===== src/rtl/csbu_pkg.sv =====
// Purpose: Shared types and constants for the compare, skip and branch unit
// Assumes: 8-bit data, program counter width set by the top-level parameter
// Notes:   Status register bit order is C Z N V S H T I from bit 0 upward
package csbu_pkg;

    // ==========================================================
    // Status register bit positions
    localparam int unsigned FLAG_C = 0;
    localparam int unsigned FLAG_Z = 1;
    localparam int unsigned FLAG_N = 2;
    localparam int unsigned FLAG_V = 3;
    localparam int unsigned FLAG_S = 4;
    localparam int unsigned FLAG_H = 5;

    // ==========================================================
    // Reset values and increments
    localparam logic [7:0] STATUS_RESET  = 8'h00;
    localparam logic [1:0] SKIP_INC_ONE  = 2'h2;
    localparam logic [1:0] SKIP_INC_TWO  = 2'h3;
    localparam logic [1:0] SKIP_EXTRA_ONE = 2'h1;
    localparam logic [1:0] SKIP_EXTRA_TWO = 2'h2;

    // ==========================================================
    // Operations handled by the unit
    typedef enum logic [3:0] {
        CSBU_OP_NONE,
        CSBU_OP_COMPARE_IMMEDIATE,
        CSBU_OP_SKIP_REG_BIT_CLEAR,
        CSBU_OP_SKIP_IO_BIT_SET,
        CSBU_OP_BRANCH_FLAG_SET,
        CSBU_OP_BRANCH_FLAG_CLEAR,
        CSBU_OP_BRANCH_CARRY_CLEAR,
        CSBU_OP_BRANCH_SIGNED_GE,
        CSBU_OP_BRANCH_SIGNED_LT
    } csbu_op_e;

    // Decoded instruction from the decoder
    typedef struct packed {
        csbu_op_e    op;
        logic [7:0]  reg_val;
        logic [7:0]  imm_val;
        logic [7:0]  io_val;
        logic [2:0]  bit_sel;
        logic [6:0]  offset;
        logic        next_two_words;
    } csbu_instr_s;

    // Execution sequencer states
    typedef enum logic [1:0] {
        CSBU_ST_IDLE,
        CSBU_ST_WAIT
    } csbu_state_e;

endpackage


===== src/rtl/csbu_cond.sv =====
// Purpose: Combinational condition evaluation and compare flag computation
// Assumes: Operands valid while the instruction is presented
// Notes:   Leaves flags it does not own unchanged
`timescale 1ns/1ps
module csbu_cond
    import csbu_pkg::*;
(
    // Instruction and flags
    input  wire csbu_instr_s instr_i,
    input  wire logic [7:0]  status_i,
    // Results
    output logic             taken_o,
    output logic             is_skip_o,
    output logic             is_branch_o,
    output logic [7:0]       cmp_status_o
);
    logic [8:0] diff;
    logic       n_x;
    logic       v_x;
    logic       h_x;
    logic       z_x;

    always_comb begin
        diff = {1'b0, instr_i.reg_val} - {1'b0, instr_i.imm_val};
        n_x  = diff[7];
        z_x  = (diff[7:0] == 8'h00);
        v_x  = (instr_i.reg_val[7] & ~instr_i.imm_val[7] & ~diff[7])
             | (~instr_i.reg_val[7] & instr_i.imm_val[7] & diff[7]);
        h_x  = (~instr_i.reg_val[3] & instr_i.imm_val[3])
             | (instr_i.imm_val[3] & diff[3])
             | (diff[3] & ~instr_i.reg_val[3]);
        cmp_status_o          = status_i;
        cmp_status_o[FLAG_C]  = diff[8];
        cmp_status_o[FLAG_Z]  = z_x;
        cmp_status_o[FLAG_N]  = n_x;
        cmp_status_o[FLAG_V]  = v_x;
        cmp_status_o[FLAG_S]  = n_x ^ v_x;
        cmp_status_o[FLAG_H]  = h_x;
        taken_o     = 1'b0;
        is_skip_o   = 1'b0;
        is_branch_o = 1'b0;
        unique case (instr_i.op)
            CSBU_OP_SKIP_REG_BIT_CLEAR: begin
                is_skip_o = 1'b1;
                taken_o   = ~instr_i.reg_val[instr_i.bit_sel];
            end
            CSBU_OP_SKIP_IO_BIT_SET: begin
                is_skip_o = 1'b1;
                taken_o   = instr_i.io_val[instr_i.bit_sel];
            end
            CSBU_OP_BRANCH_FLAG_SET: begin
                is_branch_o = 1'b1;
                taken_o     = status_i[instr_i.bit_sel];
            end
            CSBU_OP_BRANCH_FLAG_CLEAR: begin
                is_branch_o = 1'b1;
                taken_o     = ~status_i[instr_i.bit_sel];
            end
            CSBU_OP_BRANCH_CARRY_CLEAR: begin
                is_branch_o = 1'b1;
                taken_o     = ~status_i[FLAG_C];
            end
            CSBU_OP_BRANCH_SIGNED_GE: begin
                is_branch_o = 1'b1;
                taken_o     = ~(status_i[FLAG_N] ^ status_i[FLAG_V]);
            end
            CSBU_OP_BRANCH_SIGNED_LT: begin
                is_branch_o = 1'b1;
                taken_o     = status_i[FLAG_N] ^ status_i[FLAG_V];
            end
            CSBU_OP_COMPARE_IMMEDIATE,
            CSBU_OP_NONE: begin
                taken_o = 1'b0;
            end
            default: begin
                taken_o = 1'b0;
            end
        endcase
    end

endmodule


===== src/rtl/csbu_top.sv =====
// Purpose: Compare, skip and conditional branch execution for an 8-bit core
// Assumes: Decoder holds the instruction stable until done_o
// Notes:   Program counter counts in words
// Notes on behaviour
// - Compare immediate subtracts constant, sets Z N V C H S, stores nothing.
// - Skip when register bit clear; PC plus two or three; flags kept.
// - Skip when I/O register bit set; PC plus two or three.
// - Branch when selected status bit set; PC plus offset plus one.
// - Branch when selected status bit clear; otherwise continue; flags kept.
// - Branch when carry clear; fall through when carry set.
// - Signed greater-or-equal branch taken when first operand not smaller.
// - Signed less-than branch taken when first operand smaller.
`timescale 1ns/1ps
module csbu_top
    import csbu_pkg::*;
#(
    parameter int unsigned PC_W = 12
) (
    // Clock and reset
    input  wire logic              clk_sys_i,
    input  wire logic              rst_i,
    // Instruction from decoder
    input  wire logic              start_i,
    input  wire csbu_instr_s       instr_i,
    input  wire logic [PC_W-1:0]   pc_i,
    // Status register
    input  wire logic [7:0]        status_i,
    output logic [7:0]             status_o,
    output logic                   status_we_o,
    // Program counter update
    output logic [PC_W-1:0]        pc_o,
    output logic                   pc_we_o,
    output logic                   done_o,
    output logic                   busy_o
);
    typedef struct packed {
        csbu_state_e     state;
        logic [1:0]      wait_cnt;
        logic [PC_W-1:0] pc;
        logic            pc_we;
        logic [7:0]      status;
        logic            status_we;
        logic            done;
    } csbu_regs_s;

    csbu_regs_s r_q;
    csbu_regs_s r_d;
    logic       taken;
    logic       is_skip;
    logic       is_branch;
    logic [7:0] cmp_status;
    logic [PC_W-1:0] off_ext;
    logic [PC_W-1:0] skip_inc;

    // ==========================================================
    // Condition evaluation
    csbu_cond u_cond (
        .instr_i      (instr_i),
        .status_i     (status_i),
        .taken_o      (taken),
        .is_skip_o    (is_skip),
        .is_branch_o  (is_branch),
        .cmp_status_o (cmp_status)
    );

    assign off_ext  = PC_W'(signed'(instr_i.offset));
    assign skip_inc = PC_W'(instr_i.next_two_words ? SKIP_INC_TWO : SKIP_INC_ONE);

    // ==========================================================
    // Sequencer: one cycle, extra cycles when a skip or branch is taken
    always_comb begin
        r_d           = r_q;
        r_d.pc_we     = 1'b0;
        r_d.status_we = 1'b0;
        r_d.done      = 1'b0;
        unique case (r_q.state)
            CSBU_ST_IDLE: begin
                if (start_i && instr_i.op != CSBU_OP_NONE) begin
                    if (instr_i.op == CSBU_OP_COMPARE_IMMEDIATE) begin
                        r_d.status    = cmp_status;
                        r_d.status_we = 1'b1;
                        r_d.done      = 1'b1;
                    end else if (taken && is_skip) begin
                        r_d.pc       = pc_i + skip_inc;
                        r_d.wait_cnt = instr_i.next_two_words ? SKIP_EXTRA_TWO
                                                              : SKIP_EXTRA_ONE;
                        r_d.state    = CSBU_ST_WAIT;
                    end else if (taken && is_branch) begin
                        r_d.pc       = pc_i + off_ext + PC_W'(1);
                        r_d.wait_cnt = SKIP_EXTRA_ONE;
                        r_d.state    = CSBU_ST_WAIT;
                    end else begin
                        // Not taken: fall through in one cycle, flags untouched
                        r_d.pc    = pc_i + PC_W'(1);
                        r_d.pc_we = 1'b1;
                        r_d.done  = 1'b1;
                    end
                end
            end
            CSBU_ST_WAIT: begin
                r_d.wait_cnt = r_q.wait_cnt - 2'h1;
                if (r_q.wait_cnt == 2'h1) begin
                    r_d.pc_we = 1'b1;
                    r_d.done  = 1'b1;
                    r_d.state = CSBU_ST_IDLE;
                end
            end
        endcase
    end

    always_ff @(posedge clk_sys_i or posedge rst_i) begin
        if (rst_i) begin
            r_q.state     <= CSBU_ST_IDLE;
            r_q.wait_cnt  <= 2'h0;
            r_q.pc        <= '0;
            r_q.pc_we     <= 1'b0;
            r_q.status    <= STATUS_RESET;
            r_q.status_we <= 1'b0;
            r_q.done      <= 1'b0;
        end else begin
            r_q <= r_d;
        end
    end

    // ==========================================================
    // Outputs
    assign status_o    = r_q.status;
    assign status_we_o = r_q.status_we;
    assign pc_o        = r_q.pc;
    assign pc_we_o     = r_q.pc_we;
    assign done_o      = r_q.done;
    assign busy_o      = (r_q.state != CSBU_ST_IDLE);

endmodule


===== config.mk =====
export PLATFORM = sky130hd
export DESIGN_NAME = csbu_top
export DESIGN_NICKNAME = d
export VERILOG_FILES = /design/src/rtl/csbu_pkg.sv /design/src/rtl/csbu_cond.sv /design/src/rtl/csbu_top.sv
export SDC_FILE = /design/constraint.sdc
export NUM_CORES = 1
export LEC_CHECK = 0
export ABC_AREA = 1
export ABC_CLOCK_PERIOD_IN_PS = 2100
export BUFFER_PORTS_ARGS = -buffer_cell sky130_fd_sc_hd__buf_2
export CORE_UTILIZATION = 30
export CTS_CLUSTER_SIZE = 20
export DETAILED_ROUTE_END_ITERATION = 8
export PLACE_DENSITY = 0.62
export SLEW_MARGIN = 20
export SYNTH_ARGS = -nofsm -noshare
export SYNTH_HDL_FRONTEND = slang
export SYNTH_SLANG_ARGS = --single-unit

===== constraint.sdc =====
create_clock -name clk_sys_i -period 2.1 [get_ports clk_sys_i]
set_input_delay 0 -clock clk_sys_i [delete_from_list [all_inputs] [get_ports clk_sys_i]]
set_output_delay 0 -clock clk_sys_i [all_outputs]
set_load 0.03 [all_outputs]

==> flow_summary.toml <==
[yosys]
syn_inst = 483
synth_top_area_share_pct = 20.6
yosys_register_bits = 26
ys_seq_area_share_pct = 20.6
synth_cell_type_count = 39
syn-cell-area_mm2 = 0.00316
synth_fp_nets = 573
yosysWarnings = 0
synth_area_per_cell_um2 = 6.54
yosysTopAreaCell = "dfrtp_1"
synth.area.top_cells = "dfrtp_1, nand2_1, ha_1"

[final_layout]
final_common_cell = "nand2_1"
drive_above_1_share_pct = 20.3
final_cell_mix = "nand2_1, buf_2, inv_1"
diodes = 0
multi_input_area_mm2 = 0.00205
post-route-util_pct = 36.0
seq_area_um2 = 651
area_delta_synth_final_pct = 16.9
final_area_mm2 = 0.00369
nets = 642
n_fill_cell = 1146

[clocking]
cts_max_path_buffers = 2
clock_sinks = 26
ctsRootBufferMaster = "clkbuf_8"
cts_buffers = 3
cts_setup_buffers = 0
htreeDepth = 1
clkTransAtPathRegs_ns = 0.10
clock_latency_ns = 0.28
cts_tree = "yes"

[worst_setup_path]
crit_buf_inv = 2
end_kind = "flip-flop"
critical_path.max_stage_delay_ns = 0.51
slowest_stage = "fa_1"
cp_max_fo = 3
cpMostUsedCell = "nand2_1"
crit_family = "adder cells"
cp.required_ns = 2.32
start_kind = "input port"
critPathKind = "in2reg"
crit_chain = "buf_2 -> ha_1 -> nand2_1 -> o21ai_1 -> a21oi_1 -> o21ai_1 -> nand2_1 -> nand2_1 -> a21oi_1 -> fa_1 -> inv_1 -> nor3_1 -> o2111ai_1 -> nand2_1"
arrival_ns = 2.04

[detailed_routing]
drc = 0
viasPerCell = 4.63
finalWirelength_um = 8060
vias = 3181
dr.pass1.iters = 4
routedWlPerCell_um = 11.7
ant_nets = 0
drtIter0Drc = 143

[sta]
finalHoldViolCount = 0
period_minus_slack_ns = 1.82
max-slew-margin-rel_pct = 67.1
clock.fmax_mhz = 551
period_share_pct = 86.5
report.final.slew_viol_count = 0
fin_worst_skew_ns = 0.00985
worst_pin_slew_ns = 0.493
setup_viol = 0
finalSetupTns_ns = 0
setup_slack_ns = 0.284
rsz0062_at_grt = "no"

[flow_run]
drv_cap = 0

[power]
seq_power_share_pct = 29.9
power.density_mw_per_mm2 = 769
switchingPower_mw = 1.33
power_frac_comb_pct = 55.2
intPower_mw = 1.51
p_clk_share_pct = 14.8
p_leak_nw = 2.06
total_power_mw = 2.84
swShare_pct = 46.9
ir_worst_vdd_mv = 0.387

[die]
die_area_mm2 = 0.0109
core_mm2 = 0.0103
pin_count = 86
fp.dieH_um = 105
rows = 37
start_util_pct = 30.8
die_w_um = 105

[worst_hold_path]
hp-class = "in2reg"

[global_routing]
antenna_found_initial = 0
gr-total-overflow = 0
grt_max_degree = 27
track_usage_pct = 14.9
grt_pass1_vias = 3069
grt_pass1_wl_um = 13600

[place]
dpl_cell_area_mm2 = 0.00360
gp_congestion = 0.866
dp_hpwl_um = 6650
dp_slack_ns = -0.0858
portBuffers = 85

[outcome]
status = "completed"
state kept, by name, indices dropped and copies added (netlist names):
name         flops
pc_o            12
status_o         8
r_q              3
done_o           1
pc_we_o          1
status_we_o      1
what timing repair did:
action | CTS | global route
resized for setup | 0 | 1
hold endpoints to repair | 27 | 0
hold buffers | 2 | 0
setup endpoints to repair | 0 | 1
stage by stage:
step	hold WS, ns	instances
2_1_floorplan	0.0400	483
3_3_place_gp	0.0760	681
3_5_place_dp	0.0799	681
4_1_cts	0.0337	687
5_1_grt	0.0649	687
6_report	0.0374	687
final cells by class:
cell class | count | share of cell area (%)
flip-flops and latches | 26 | 17.6
multi-input cells | 361 | 55.5
repair buffers | 96 | 13.9
well taps | 136 | 4.61
inverters | 64 | 6.50
clock buffers | 3 | 1.12
clock inverters | 1 | 0.813
cell families after synthesis:
| kind of cell | after synthesis | share of synthesized area [%] |
|---|---|---|
| buf+inv | 96 | 14.6 |
| simple gates | 237 | 32.3 |
| flops | 26 | 20.6 |
| compound gates | 66 | 12.2 |
| xor+xnor | 30 | 8.31 |
| fa+ha+maj | 28 | 12.0 |
routing by layer:
metal / GRT usage [%] / vias up / share of wire, %
met2: 26.3 / 62 / 48
met3: 1.75 / 10 / 3.6
met5: 0 / - / 0
li1: - / 1667 / -
met1: 19.0 / 1442 / 47
met4: 4.43 / 0 / 1.2
synth_stat cells:
library cell and count:
a21boi_1 1, nand3_1 45, o21ai_1 2, nor3_1 6, nand2_1 122, a21oi_1 32
inv_2 2, nor2_2 1, nand2_4 2, a21oi_2 3, a22o_1 1, a21boi_0 1
fa_1 4, or2_2 2, o211ai_2 1, dfrtp_1 26, clkbuf_1 4, nand2_2 1
nand4_1 7, o21bai_1 2, a21o_1 1, inv_1 62, o21ai_0 12, xnor2_1 5
xor2_1 25, o2111ai_1 1, buf_2 4, nand3b_1 2, o22ai_1 2, buf_4 21
nor2_1 46, o211ai_1 5, nor2_4 1, ha_1 24, nand3_2 1, a31oi_1 2
buf_6 2, clkbuf_2 1, and2_1 1
final timing paths:
| check | start | end | slack, ns | cells after the start |
|---|---|---|---|---|
| worst max-delay path | instr_i[29] | status_o[1] | 0.28 | 14 |
| worst min-delay path | status_i[7] | status_o[7] | 0.04 | 3 |
| worst max register to register | r_q[25] | status_o[1] | 0.63 | 7 |
| worst min register to register | status_o[6] | status_o[6] | 0.49 | 2 |
| max in group asynchronous | rst_i | pc_o[7] | 1.53 | 4 |
| min in group asynchronous | rst_i | status_o[6] | 0.31 | 4 |
worst min-delay path, stage by stage:
cell and delay, ns:
buf_2 0.10, inv_1 0.08, o21ai_0 0.09
power by group through the flow:
stage / clock network, mW / registers (mW) / logic (mW)
global placement: 0 / 0.854 / 1.56
finish: 0.421 / 0.850 / 1.57
detailed placement: 0 / 0.867 / 1.58
floorplan: 0 / 0.855 / 1.35
CTS: 0.432 / 0.857 / 1.59
global route: 0.447 / 0.881 / 1.74
Note: power is estimated with default switching activity, not from simulation.
